File: src/verilog/pps_pkg.sv
// Shared constants, types and decoders for the parameter save and restore block
package pps_pkg;

   // Object indices
   localparam logic [15:0] IDX_STORE   = 16'h1010;
   localparam logic [15:0] IDX_RESTORE = 16'h1011;
   localparam logic [15:0] IDX_MARKER  = 16'h1020;
   localparam logic [15:0] IDX_REBOOT  = 16'h2800;

   // Subindices
   localparam logic [7:0] SUB_ALL    = 8'h01;
   localparam logic [7:0] SUB_COMM   = 8'h02;
   localparam logic [7:0] SUB_APP    = 8'h03;
   localparam logic [7:0] SUB_CUST   = 8'h04;
   localparam logic [7:0] SUB_DRIVE  = 8'h05;
   localparam logic [7:0] SUB_TUNE   = 8'h06;
   localparam logic [7:0] SUB_ETH    = 8'h0c;
   localparam logic [7:0] SUB_DATE   = 8'h01;
   localparam logic [7:0] SUB_TIME   = 8'h02;
   localparam logic [7:0] SUB_COUNT  = 8'h0c;

   // Key values
   localparam logic [31:0] KEY_SAVE    = 32'h65766173;
   localparam logic [31:0] KEY_DISCARD = 32'h64616f6c;
   localparam logic [31:0] KEY_REBOOT  = 32'h746f6f62;
   localparam logic [31:0] SAVE_DONE   = 32'h00000001;
   localparam logic [31:0] MARK_CLEAR  = 32'h00000000;

   // Category mask bits
   localparam int CAT_W     = 6;
   localparam int CAT_COMM  = 0;
   localparam int CAT_APP   = 1;
   localparam int CAT_CUST  = 2;
   localparam int CAT_DRIVE = 3;
   localparam int CAT_TUNE  = 4;
   localparam int CAT_ETH   = 5;
   localparam logic [CAT_W-1:0] CAT_NONE     = 6'h00;
   localparam logic [CAT_W-1:0] CAT_ALL_MASK = 6'h0f;
   localparam logic [CAT_W-1:0] CAT_LOAD_ALL = 6'h3f;

   // Store slots, one per store subindex
   localparam int SLOT_N = 7;
   localparam logic [2:0] SLOT_ETH = 3'h6;

   typedef enum logic [1:0] {
      OP_LOAD  = 2'h0,
      OP_SAVE  = 2'h1,
      OP_ERASE = 2'h2
   } pps_op_e;

   typedef enum logic [2:0] {
      ST_LOAD = 3'b001,
      ST_IDLE = 3'b010,
      ST_BUSY = 3'b100
   } pps_state_e;

   typedef struct packed {
      logic        wr;
      logic [15:0] index;
      logic [7:0]  sub;
      logic [31:0] data;
   } pps_od_req_s;

   typedef struct packed {
      logic [31:0] date;
      logic [31:0] time_of_day;
   } pps_mark_s;

   // Store subindex to slot number
   function automatic logic [2:0] pps_slot(input logic [7:0] sub);
      if (sub == SUB_ETH) begin
         return SLOT_ETH;
      end
      return 3'(sub - SUB_ALL);
   endfunction

endpackage

File: src/verilog/pps_sub_map.sv
// Store and restore subindex to category mask decoder
module pps_sub_map
   import pps_pkg::*;
(
   // Subindex in
   input  wire logic [7:0]       sub,
   // Category mask out
   output logic      [CAT_W-1:0] cat,
   output logic                  known
);

   always_comb begin
      known = 1'b1;
      case (sub)
         SUB_ALL:   cat = CAT_ALL_MASK;
         SUB_COMM:  cat = CAT_W'(1 << CAT_COMM);
         SUB_APP:   cat = CAT_W'(1 << CAT_APP);
         SUB_CUST:  cat = CAT_W'(1 << CAT_CUST);
         SUB_DRIVE: cat = CAT_W'(1 << CAT_DRIVE);
         SUB_TUNE:  cat = CAT_W'(1 << CAT_TUNE);
         SUB_ETH:   cat = CAT_W'(1 << CAT_ETH);
         default: begin
            cat   = CAT_NONE;
            known = 1'b0;
         end
      endcase
   end

endmodule

File: src/verilog/pps_obj_class.sv
// Object index to savable category classifier
module pps_obj_class
   import pps_pkg::*;
(
   // Object index in
   input  wire logic [15:0]      index,
   // Category mask out, zero when the object is not savable
   output logic      [CAT_W-1:0] cat
);

   always_comb begin
      case (index)
         16'h2102, 16'h3501, 16'h3502, 16'h3601, 16'h3602:
            cat = CAT_W'(1 << CAT_COMM);
         16'h2701:
            cat = CAT_W'(1 << CAT_CUST);
         16'h3202, 16'h320d, 16'h320e, 16'h320f, 16'h6073, 16'h6080:
            cat = CAT_W'(1 << CAT_DRIVE);
         16'h2030, 16'h2031, 16'h203b, 16'h2059, 16'h3203, 16'h3390,
         16'h33a0, 16'h6075, 16'h608f, 16'h6090, 16'h60e6, 16'h60eb:
            cat = CAT_W'(1 << CAT_TUNE);
         16'h2010, 16'h2011, 16'h2012, 16'h2013:
            cat = CAT_W'(1 << CAT_ETH);
         IDX_REBOOT:
            cat = CAT_W'(1 << CAT_APP);
         default:
            cat = CAT_NONE;
      endcase
   end

endmodule

File: src/verilog/pps_core.sv
// Parameter save, discard, reboot and modification marker control
module pps_core
   import pps_pkg::*;
(
   // Clock and reset
   input  wire logic              core_clk,
   input  wire logic              sys_rst,
   // Object dictionary access
   input  wire logic              od_valid,
   input  wire pps_od_req_s       od_req,
   input  wire logic              od_app_savable,
   output logic                   od_ack,
   output logic                   od_err,
   output logic       [31:0]      od_rdata,
   // Non-volatile memory engine
   output logic                   nvm_start,
   output pps_op_e                nvm_op,
   output logic       [CAT_W-1:0] nvm_cat,
   output pps_mark_s              nvm_mark,
   input  wire logic              nvm_done,
   input  wire pps_mark_s         nvm_load_mark,
   // Controller status
   output logic                   load_done,
   output logic                   ctrl_restart
);

   pps_state_e        state;
   logic              load_issued;
   logic [2:0]        act_slot;
   logic [31:0]       store_val [SLOT_N];
   pps_mark_s         marker;
   logic [CAT_W-1:0]  sub_cat;
   logic              sub_known;
   logic [CAT_W-1:0]  obj_cat;
   logic              wr;
   logic              rd;
   logic              idle;
   logic              wr_store;
   logic              wr_restore;
   logic              wr_marker;
   logic              wr_reboot;
   logic              save_go;
   logic              erase_go;
   logic              op_refused;
   logic              savable_wr;
   logic [31:0]       next_rdata;

   pps_sub_map u_sub_map (
      .sub   (od_req.sub),
      .cat   (sub_cat),
      .known (sub_known)
   );

   pps_obj_class u_obj_class (
      .index (od_req.index),
      .cat   (obj_cat)
   );

   // Request decode
   assign wr         = od_valid && od_req.wr;
   assign rd         = od_valid && !od_req.wr;
   assign idle       = (state == ST_IDLE);
   assign wr_store   = wr && od_req.index == IDX_STORE && sub_known;
   assign wr_restore = wr && od_req.index == IDX_RESTORE && sub_known;
   assign wr_marker  = wr && od_req.index == IDX_MARKER &&
                       (od_req.sub == SUB_DATE || od_req.sub == SUB_TIME);
   assign wr_reboot  = wr && od_req.index == IDX_REBOOT && od_req.sub == SUB_ALL &&
                       od_req.data == KEY_REBOOT;
   assign save_go    = wr_store && idle && od_req.data == KEY_SAVE;
   assign erase_go   = wr_restore && idle && od_req.data == KEY_DISCARD;
   assign op_refused = (wr_store || wr_restore) && !idle;
   // Savable: any categorised object, an object flagged by od_app_savable, or a store subindex other than 01
   assign savable_wr = wr && ((obj_cat != CAT_NONE) || od_app_savable ||
                       (wr_store && od_req.sub != SUB_ALL));

   // Sequencer
   always_ff @(posedge core_clk or posedge sys_rst) begin
      if (sys_rst) begin
         state <= ST_LOAD;
      end else begin
         case (state)
            ST_LOAD: begin
               if (load_issued && nvm_done) begin
                  state <= ST_IDLE;
               end
            end
            ST_IDLE: begin
               if (save_go || erase_go) begin
                  state <= ST_BUSY;
               end
            end
            ST_BUSY: begin
               if (nvm_done) begin
                  state <= ST_IDLE;
               end
            end
            default: state <= ST_LOAD;
         endcase
      end
   end

   // Memory engine commands
   always_ff @(posedge core_clk or posedge sys_rst) begin
      if (sys_rst) begin
         load_issued <= 1'b0;
         nvm_start   <= 1'b0;
         nvm_op      <= OP_LOAD;
         nvm_cat     <= CAT_NONE;
         act_slot    <= 3'h0;
      end else begin
         nvm_start <= 1'b0;
         if (state == ST_LOAD && !load_issued) begin
            load_issued <= 1'b1;
            nvm_start   <= 1'b1;
            nvm_op      <= OP_LOAD;
            nvm_cat     <= CAT_LOAD_ALL;
         end else if (save_go || erase_go) begin
            nvm_start <= 1'b1;
            nvm_op    <= save_go ? OP_SAVE : OP_ERASE;
            nvm_cat   <= sub_cat;
            act_slot  <= pps_slot(od_req.sub);
         end
      end
   end

   // Load completion
   always_ff @(posedge core_clk or posedge sys_rst) begin
      if (sys_rst) begin
         load_done <= 1'b0;
      end else if (state == ST_LOAD && load_issued && nvm_done) begin
         load_done <= 1'b1;
      end
   end

   // Store subindex values
   genvar g;
   generate
      for (g = 0; g < SLOT_N; g++) begin : g_slot
         always_ff @(posedge core_clk or posedge sys_rst) begin
            if (sys_rst) begin
               store_val[g] <= SAVE_DONE;
            end else if (state == ST_BUSY && nvm_done && nvm_op == OP_SAVE &&
                         act_slot == 3'(g)) begin
               store_val[g] <= SAVE_DONE;
            end else if (save_go && pps_slot(od_req.sub) == 3'(g)) begin
               store_val[g] <= od_req.data;
            end
         end
      end
   endgenerate

   // Modification marker
   always_ff @(posedge core_clk or posedge sys_rst) begin
      if (sys_rst) begin
         marker <= '0;
      end else if (state == ST_LOAD && load_issued && nvm_done) begin
         marker <= nvm_load_mark;
      end else if (wr_marker && od_req.sub == SUB_DATE) begin
         marker.date <= od_req.data;
      end else if (wr_marker) begin
         marker.time_of_day <= od_req.data;
      end else if (savable_wr) begin
         marker <= {MARK_CLEAR, MARK_CLEAR};
      end
   end

   // Marker image handed to the memory engine with each save of store subindex 01
   always_ff @(posedge core_clk or posedge sys_rst) begin
      if (sys_rst) begin
         nvm_mark <= '0;
      end else if (save_go && od_req.sub == SUB_ALL) begin
         nvm_mark <= marker;
      end
   end

   // Restart request; a discard never drives it
   always_ff @(posedge core_clk or posedge sys_rst) begin
      if (sys_rst) begin
         ctrl_restart <= 1'b0;
      end else begin
         ctrl_restart <= wr_reboot;
      end
   end

   // Read data
   always_comb begin
      next_rdata = 32'h00000000;
      if (rd && od_req.index == IDX_STORE && sub_known) begin
         next_rdata = store_val[pps_slot(od_req.sub)];
      end else if (rd && od_req.index == IDX_STORE && od_req.sub == 8'h00) begin
         next_rdata = 32'(SUB_COUNT);
      end else if (rd && od_req.index == IDX_MARKER && od_req.sub == SUB_DATE) begin
         next_rdata = marker.date;
      end else if (rd && od_req.index == IDX_MARKER && od_req.sub == SUB_TIME) begin
         next_rdata = marker.time_of_day;
      end
   end

   // Answer
   always_ff @(posedge core_clk or posedge sys_rst) begin
      if (sys_rst) begin
         od_ack   <= 1'b0;
         od_err   <= 1'b0;
         od_rdata <= 32'h00000000;
      end else begin
         od_ack   <= od_valid;
         od_err   <= op_refused;
         od_rdata <= next_rdata;
      end
   end
endmodule

File: config.mk
export PLATFORM = sky130hd
export DESIGN_NAME = pps_core
export DESIGN_NICKNAME = d
export VERILOG_FILES = /design/src/verilog/pps_pkg.sv /design/src/verilog/pps_sub_map.sv /design/src/verilog/pps_obj_class.sv /design/src/verilog/pps_core.sv
export SDC_FILE = /design/constraint.sdc
export NUM_CORES = 1
export LEC_CHECK = 0
export ABC_AREA = 0
export BUFFER_PORTS_ARGS = -buffer_cell sky130_fd_sc_hd__buf_2
export CAP_MARGIN = 40
export CORE_ASPECT_RATIO = 0.5
export CORE_MARGIN = 2
export CORE_UTILIZATION = 52
export DETAILED_ROUTE_END_ITERATION = 7
export GPL_ROUTABILITY_DRIVEN = 1
export PLACE_DENSITY = 0.76
export SLEW_MARGIN = 20
export SYNTH_ARGS = -nofsm -noshare
export SYNTH_HDL_FRONTEND = slang
export SYNTH_SLANG_ARGS = --single-unit
export TNS_END_PERCENT = 5
File: constraint.sdc
create_clock -name core_clk -period 17.3 [get_ports core_clk]
set_input_delay 5.19 -clock core_clk [delete_from_list [all_inputs] [get_ports core_clk]]
set_output_delay 5.19 -clock core_clk [all_outputs]
set_load 0.02 [all_outputs]
# Word-level counts from Yosys, hierarchy flattened
# Cells that the tools add are included.
# totals
elab_cells,237
output_inout_bits,109
register_bits,404
# op_classes
n_bitwise,2
addsub,1
magnitude_cmp,1
reduce_logical,77
n_eq_ne,64
mux,70
# ops
op,n
$mux W32,24
$eq A16 B14 Y1 const B,22
$mux W64,2
$eq A16 B15 Y1 const B,7
$bmux W32 S3,1
$eq A32 B31 Y1 const B,3
$mux W3,21
$eq A16 B13 Y1 const B,3
$logic_and A1 B1 Y1,46
$pmux W6 S7,1
$pmux W6 S6,1
$eq A8 B3 Y1 const B,3
$eq A3 B3 Y1 const B,7
$eq A8 B2 Y1 const B,2
$reduce_bool A2 Y1,8
$eq A3 B2 Y1 const B,5
$mux W1,14
$mux W6,2
$reduce_or A12 Y1,1
$eq A3 B1 Y1 const B,3
$pmux W3 S3,1
$eq A8 B1 Y1 const B,1
$eq A8 B4 Y1 const B,1
$logic_not A8 Y1,1
21 further kinds,35

# Logic depth before layout (Yosys ltp)
# Gate-level depths: netlist (run 1).
# depth
word_depth,12
mapped_depth,12
mapped_depth_nobuf,8

# Cells and area by module
# A second synthesis (run 1) with hierarchy kept.
# unflattened
hier_cells,1582
hier_area_um2,17868.4
# by_module_without_submodules
module,cells_per_inst,n_inst,area_each_um2,seq_area_each_um2
pps_core,1498,1,17316.6,10119.7
pps_obj_class,67,1,417.9,0.0
pps_sub_map,17,1,133.9,0.0

# Least setup slack after synthesis (run 1)
# OpenSTA, ideal clock, no wires.
# synth_timing
path_type,input to register
from,input od_req[37] (netlist name)
to,register marker[0] (netlist name)
stages,6
n_path_buf,1
required_ps,17175
arrival_ps,7389
setup_slack_ps,9786
path_cell_list,or4_1 nor4_1 nand4_1 a41oi_1 buf_2 mux2_2
# synth_between
elab_chain_cells,9
# synth_lines
element,line_no,source
start: declaration,pps_core.sv:10,"input wire pps_od_req_s od_req,"
"$eq A8 B1 Y1, or another cell as far along","pps_sub_map.sv:14, pps_core.sv:66, pps_core.sv:158",
$reduce_or A7 Y1 (no source line),n/a,
$mux W1,pps_sub_map.sv:14,case (sub)
$logic_and A1 B1 Y1,pps_core.sv:63,assign wr_store = wr && od_req.index == IDX_STORE && sub_known;
$logic_and A1 B1 Y1,pps_core.sv:74,(wr_store && od_req.sub != SUB_ALL));
$logic_or A1 B1 Y1,pps_core.sv:73,assign savable_wr = wr && ((obj_cat != CAT_NONE) || od_app_savable ||
$logic_and A1 B1 Y1,pps_core.sv:73,
$reduce_bool A3 Y1 (no source line),n/a,
$reduce_and A2 Y1 (no source line),n/a,
end signal: assignment,pps_core.sv:157,marker <= nvm_load_mark;
end signal: assignment,pps_core.sv:163,"marker <= {MARK_CLEAR, MARK_CLEAR};"
end: declaration,pps_core.sv:31,pps_mark_s marker;
# Parallel ways exist; a longest one is shown, timed or not. The select of a mux whose other input is x is not followed.
# A chain may end at the register's enable or synchronous reset.

# Worst setup path after layout (run 1)
# layout_timing
from,input od_req[37] (netlist name)
to,register nvm_mark[47] (netlist name)
# layout_between
elab_chain_cells,7
# layout_lines
element,line_no,source
"$eq A8 B1 Y1, or another cell as far along","pps_sub_map.sv:14, pps_core.sv:171",
$reduce_or A7 Y1 (no source line),n/a,
$mux W1,pps_sub_map.sv:14,
$logic_and A1 B1 Y1,pps_core.sv:63,
$logic_and A1 B1 Y1 (2 in series),pps_core.sv:69,assign save_go = wr_store && idle && od_req.data == KEY_SAVE;
$logic_and A1 B1 Y1 *,pps_core.sv:171,end else if (save_go && od_req.sub == SUB_ALL) begin
end signal: assignment,pps_core.sv:172,nvm_mark <= marker;
end: declaration,pps_core.sv:19,"output pps_mark_s nvm_mark,"
# Mark *: on every way between the ends. The rest lies on a longest branch, timed or not.

==> results of run 1 <==
-- power breakdown --
| group | internal (mW) | switching, mW |
|---|---|---|
| Clock | 0.471 | 0.364 |
| Sequential | 0.945 | 0.000871 |
| Combinational | 0.0292 | 0.0618 |
| Total | 1.45 | 0.426 |
-- registers in the layout (all words and copies together), names as in the netlist --
signal        cells
marker           64
state             3
od_rdata         32
nvm_op            2
load_done         1
nvm_cat           6
act_slot          3
od_ack            1
nvm_start         1
od_err            1
store_val       224
nvm_mark         64
ctrl_restart      1
load_issued       1
-- metal layers --
layer | up-vias | part of all wire
met5 | - | 0.00026
met4 | 2 | 0.029
met3 | 108 | 0.081
met2 | 673 | 0.46
met1 | 7019 | 0.43
li1 | 6032 | -
-- logic make-up (layout without fill, tap and decap cells) --
kind of cell | count (synthesis) | after routing | share of synthesized area
buf+inv | 155 | 376 | 0.0344
xor+xnor | 6 | 6 | 0.00300
fa+ha+maj | 5 | 5 | 0.00357
other cells | 0 | 2 | 0
simple gates | 652 | 652 | 0.181
compound gates | 268 | 268 | 0.0957
mux | 131 | 131 | 0.105
flops | 404 | 404 | 0.578
-- layout by cell type (no fill, tap or decap), types with 11 or more instances in the layout --
| cell type | instances |
|---|---|
| nor2_1 | 22 |
| dfrtp_1 | 396 |
| buf_2 | 236 |
| a22oi_1 | 64 |
| mux4_2 | 32 |
| clkbuf_1 | 11 |
| nand3_1 | 41 |
| a21oi_1 | 43 |
| nand4_1 | 16 |
| and3_1 | 78 |
| mux2_1 | 60 |
| and2_1 | 34 |
| buf_4 | 20 |
| nand3b_1 | 11 |
| inv_1 | 38 |
| clkbuf_16 | 38 |
| mux2_2 | 39 |
| o21ai_0 | 103 |
| o211ai_1 | 32 |
| nand2_1 | 364 |
-- cell type report --
class / instances / share of cell area
sequential: 404 / 0.492
multi-input combinational: 1062 / 0.335
timing repair buffer: 271 / 0.0793
clock buffer: 56 / 0.0529
tap: 441 / 0.0268
inverter: 39 / 0.00748
clock inverter: 10 / 0.00663
antenna: 2 / 0.000243
-- tightest hold or removal path: stages (launching register included) --
cell     delay, ns
dfrtp_1       0.33
nand2_1       0.05
nand2_1       0.05
-- path summary, 6_finish.rpt --
path	from	endpoint	slack, ns
min reg2reg	store_val[212]	store_val[212]	0.47
min in group asynchronous	sys_rst	marker[57]	4.54
max	od_req[37]	nvm_mark[47]	9.24
max in group asynchronous	sys_rst	store_val[209]	11.14
max reg2reg	state[1]	nvm_mark[47]	13.72
min	store_val[212]	store_val[212]	0.47
==> results.ini, run 1 <==
[setup_path]
slowest_stage=nor4_1
cp.buffers_inverters=3
r2r_cells=7
crit_path_frequent_cell=buf_2
required_ns=17.71
cp_max_fo=37
worstSetupStartpointType=input port
crit_path_cell_trace=buf_2, nor4_1, buf_2, nand4_1, a2111oi_4, and2_1, nand3_4, buf_12, mux2_1
crit_type=input port to register
cpPeakStageDelay_ns=0.63
end_kind=register
arrival_ns=8.47
path_depth=9
cp_top_family=simple AND/OR/NAND/NOR gates

[sta]
post-route-period-util=0.466
hold_ws_ns=0.467
max-slew-margin-rel=0.458
setup_tns_ns=0
maxSlewViolCount=0
fmax_mhz=124
tightest_slew_ns=0.811
setup_viol=0
fin_ws_ns=9.24
rsz0062_at_grt=false
fin_worst_skew_ns=0.0233
period_minus_slack_ns=8.06
hold_viol=0

[layout]
final_design_area_no_fill_um2=20600
fin_cells=2285
n_fill_cell=2603
postLayoutCoreUtil=0.621
drive_above_1_share=0.230
area_growth_pct=17.5
multi_input_area_um2=6890
ff_latch_area_um2=10100
fin_nets=1946

[clocking]
clk_pin_slew_ns=0.06
cts_buffer_depth=3
cts-root-buf=clkbuf_16
ctsResizeCount=0
postCtsHoldBufs=0
postCtsSetupBuffers=0
tritoncts=yes
h-tree-depth=2
clkSinkCount=404
cts_buffers=37
clkLatencyLatePin_ns=0.55

[placement]
gp_congestion=0.937
hpwlAfterDp_um=34300
io_buffers=234
place_ws_ns=8.76
placed_cell_area_um2=19300
placed_cells=2214

[yosys]
avgSynthCellArea_um2=10.8
yosys.cell_count.top_type=dfrtp_1
yosys.area.top_type=dfrtp_1
synth_cells=1621
mappedNetlistNets=1752
synth_cell_types=58
ys_seq_elements=404
synth_warnings=0
synth_common_cells=dfrtp_1, nand2_1, o21ai_0, clkbuf_1, and3_1
synth_edf_count=0
synthTopCellsByArea=dfrtp_1, nand2_1, mux4_2, mux2_1, o21ai_0
async_flop_share=1.00
syn_area_um2=17500
synth.top_cell.area_share=0.566
synth_flop_cell=dfrtp_1
seq_area_frac_synth=0.578

[power]
leakage_nw=10.8
power.density_nw_per_um2=91.0
vdd_drop_max_v=0.0000587
total_power_mw=1.87

[global_routing]
grt_pass1_wl_um=79300
grt_usage=0.290
busiest_layer=met2
met3_usage=0.0540
grt_max_degree=194
antenna_found_initial=4
met2_usage=0.440
grt_util_met1=0.429
grt_pass1_vias=13467
overflow=0

[routing]
drc_errors=0
first_pass_iters=7
viasPerCell=6.05
routed_wl_um=50900
via_count=13834
drtIter0Drc=1673
wire_per_inst_um=22.3
postRouteAntennaNets=0

[min_path]
holdPathStages=2
hold_class=register to register

[floorplanning]
die_x_um=264
chipHeight_um=134
pin_count=235
coreArea_um2=33100
start_util=0.529
num_rows=47
dieArea_um2=35300

[status]
status=finished clean

[job]
cap_violations=0

Note: power is estimated with default switching activity, not from simulation.
==> run 2: changes to the inputs <==
--- a/config.mk
+++ b/config.mk
@@ -10,10 +10,10 @@
 export CAP_MARGIN = 40
 export CORE_ASPECT_RATIO = 0.5
 export CORE_MARGIN = 2
-export CORE_UTILIZATION = 52
+export CORE_UTILIZATION = 55
 export DETAILED_ROUTE_END_ITERATION = 7
 export GPL_ROUTABILITY_DRIVEN = 1
-export PLACE_DENSITY = 0.76
+export PLACE_DENSITY = 0.77
 export SLEW_MARGIN = 20
 export SYNTH_ARGS = -nofsm -noshare
 export SYNTH_HDL_FRONTEND = slang
==> constraint.sdc (replaced) <==
create_clock -name core_clk -period 7.7 [get_ports core_clk]
set_input_delay 2.31 -clock core_clk [delete_from_list [all_inputs] [get_ports core_clk]]
set_output_delay 2.31 -clock core_clk [all_outputs]
set_load 0.02 [all_outputs]
==> run 2 against run 1 <==
Compared with the run above:
- worst hold slack better by 0.0022 ns
- count of clock-buffer cells in the layout shrank 3
- total power increased by 130%
- final area is 0.35% lower
- clock power rose by 130%
- critical path depth fell by 1
- via count barely moved
- combinational power is 120% higher
- first-iteration DRC count up 22%
- sequential power grew 130%
- largest cell class unchanged
- largest power group unchanged
==> results.ini, run 2 (synthesis gave the netlist of run 1 again) <==
[status]
status=finished clean

[layout]
drive_above_1_share=0.231  ; +0.00109
final_common_cell=dfrtp_1
final_design_area_no_fill_um2=20500  ; -0.35%
fin_cells=2275  ; -0.44%
largest_reg_flops=224  ; unchanged
reg_top3=store_val x224, marker x64, nvm_mark x64
final_cell_mix=dfrtp_1, nand2_1, buf_2
multi_input_area_um2=6890  ; about the same
fin_nets=1947  ; +0.051%
ff_latch_area_um2=10100  ; unchanged
n_fill_cell=2357  ; -9.5%
postLayoutCoreUtil=0.650  ; +0.0286
area_growth_pct=17.0
top_register=store_val

[floorplanning]
chipHeight_um=130  ; -2.7%
die_x_um=256  ; -2.7%
coreArea_um2=31500  ; -4.7%
start_util=0.555  ; +0.0263
dieArea_um2=33400  ; -5.3%
pin_count=235  ; unchanged
num_rows=46  ; -2.1%

[clocking]
postCtsSetupBuffers=0  ; unchanged
cts-root-buf=clkbuf_16
h-tree-depth=2  ; unchanged
tritoncts=yes
postCtsHoldBufs=0  ; unchanged
cts_buffer_depth=3  ; unchanged
clkLatencyLatePin_ns=0.56  ; about the same
clkSinkCount=404  ; unchanged
clk_pin_slew_ns=0.06  ; about the same
cts_buffers=37  ; unchanged
ctsResizeCount=0  ; unchanged

[power]
total_power_mw=4.21  ; +130%
p_sw_frac=0.227  ; -0.000885
switchingPower_mw=0.956  ; +120%
p_comb_frac=0.048  ; about the same
internal_power_mw=3.26  ; +130%
leakage_nw=10.7  ; -0.29%
power.density_nw_per_um2=205  ; +130%
p_seq_frac=0.505  ; about the same
vdd_drop_max_v=0.000138  ; +130%
clockPowerShare=0.447  ; about the same

[sta]
hold_ws_ns=0.470  ; +0.00216 ns
fmax_mhz=194
maxSlewViolCount=0  ; unchanged
rsz0062_at_grt=false
fin_worst_skew_ns=0.0305  ; +0.00716 ns
max-slew-margin-rel=0.448  ; -0.0105
hold_viol=0  ; unchanged
post-route-period-util=0.671
setup_viol=0  ; unchanged
tightest_slew_ns=0.821  ; +0.0105 ns
period_minus_slack_ns=5.16

[routing]
viasPerCell=6.08  ; +0.41%
drc_errors=0  ; unchanged
via_count=13830  ; -0.029%
wire_per_inst_um=22.3  ; about the same
drtIter0Drc=2039  ; +22%
postRouteAntennaNets=0  ; unchanged
routed_wl_um=50700  ; -0.39%
first_pass_iters=6  ; -1

[min_path]
whs_endpoint=store_val[222]
holdPathStages=2  ; unchanged
hold_start=store_val[222]
hold_class=register to register

[setup_path]
worstSetupStartpointType=input port
required_ns=8.12  ; -9.59 ns
r2r_end=store_val[42]
cp_max_fo=17  ; -54%
arrival_ns=5.58  ; -2.89 ns
end_kind=register
r2r_slack_ns=4.14  ; -9.58 ns
r2r_cells=7  ; unchanged
crit_type=input port to register
r2r_start=state[1]

[global_routing]
met2_usage=0.465  ; +0.0242
grt_util_met1=0.447  ; +0.0182
grt_pass1_wl_um=78300  ; -1.3%
busiest_layer=met2
overflow=0  ; unchanged
antenna_found_initial=2  ; -2
grt_max_degree=191  ; -1.5%
met3_usage=0.0540  ; about the same
grt_pass1_vias=13246  ; -1.6%
grt_usage=0.304  ; +0.0138

[job]
cap_violations=0  ; unchanged

[placement]
hpwlAfterDp_um=33700  ; -1.8%
io_buffers=234  ; unchanged
gp_congestion=0.957  ; +2.2%
placed_cells=2205  ; -0.41%
placed_cell_area_um2=19200  ; -0.36%

run 2: changes by cell type in the layout (fill, tap and decap cells not counted), moves of 2 or more:
cell        before  now
buf_4           20   24
buf_8            4    1
clkbuf_1        11    8
clkinvlp_4       0    2
inv_6            1    3
inv_8            2    0
run 2: how the worst max path moves through the flow:
stage / start / end / depth (start not counted)
after floorplan: sys_rst / act_slot[0] / 1
after global placement: od_req[37] / nvm_mark[56] / 7
after detailed placement: od_req[12] / store_val[60] / 8
after CTS: od_req[12] / store_val[42] / 8
after global routing: od_req[27] / store_val[42] / 8
final: od_req[12] / store_val[42] / 8
run 2: metrics by stage:
step / setup WS [ns] / TNS, ns
after floorplan: -0.0452 / -17.89
after detailed placement: 2.05 / 0
after global placement: 1.75 / 0
after CTS: 2.62 / 0
final: 2.54 / 0
after global routing: 2.32 / 0
run 2: critical path: stages:
cell and delay (ns):
buf_2 0.11, nor4bb_1 0.64, nand4_1 0.29, nor4_1 0.54, and2_1 0.46, nand3_1 0.60, buf_4 0.43, and3_1 0.19
run 2: layer usage:
| metal | vias up | share of wire |
|---|---|---|
| met2 | 663 | 0.45 |
| met5 | - | 0 |
| li1 | 6038 | - |
| met3 | 117 | 0.084 |
| met1 | 7012 | 0.43 |
| met4 | 0 | 0.034 |
run 2: power groups by stage:
stage	clock [mW]	sequential, mW	combinational (mW)
after floorplan	0	2.17	0.108
after global placement	0	2.17	0.193
after detailed placement	0	2.17	0.200
after CTS	1.89	2.13	0.201
after global routing	1.98	2.12	0.222
final	1.88	2.13	0.203
run 2: area by class of cell:
class,count,share of cell area
sequential,404,0.494
multi-input combinational,1062,0.336
timing repair buffer,272,0.0775
clock buffer,53,0.0520
tap,432,0.0264
inverter,39,0.00732
clock inverter,12,0.00726
antenna,1,0.000122
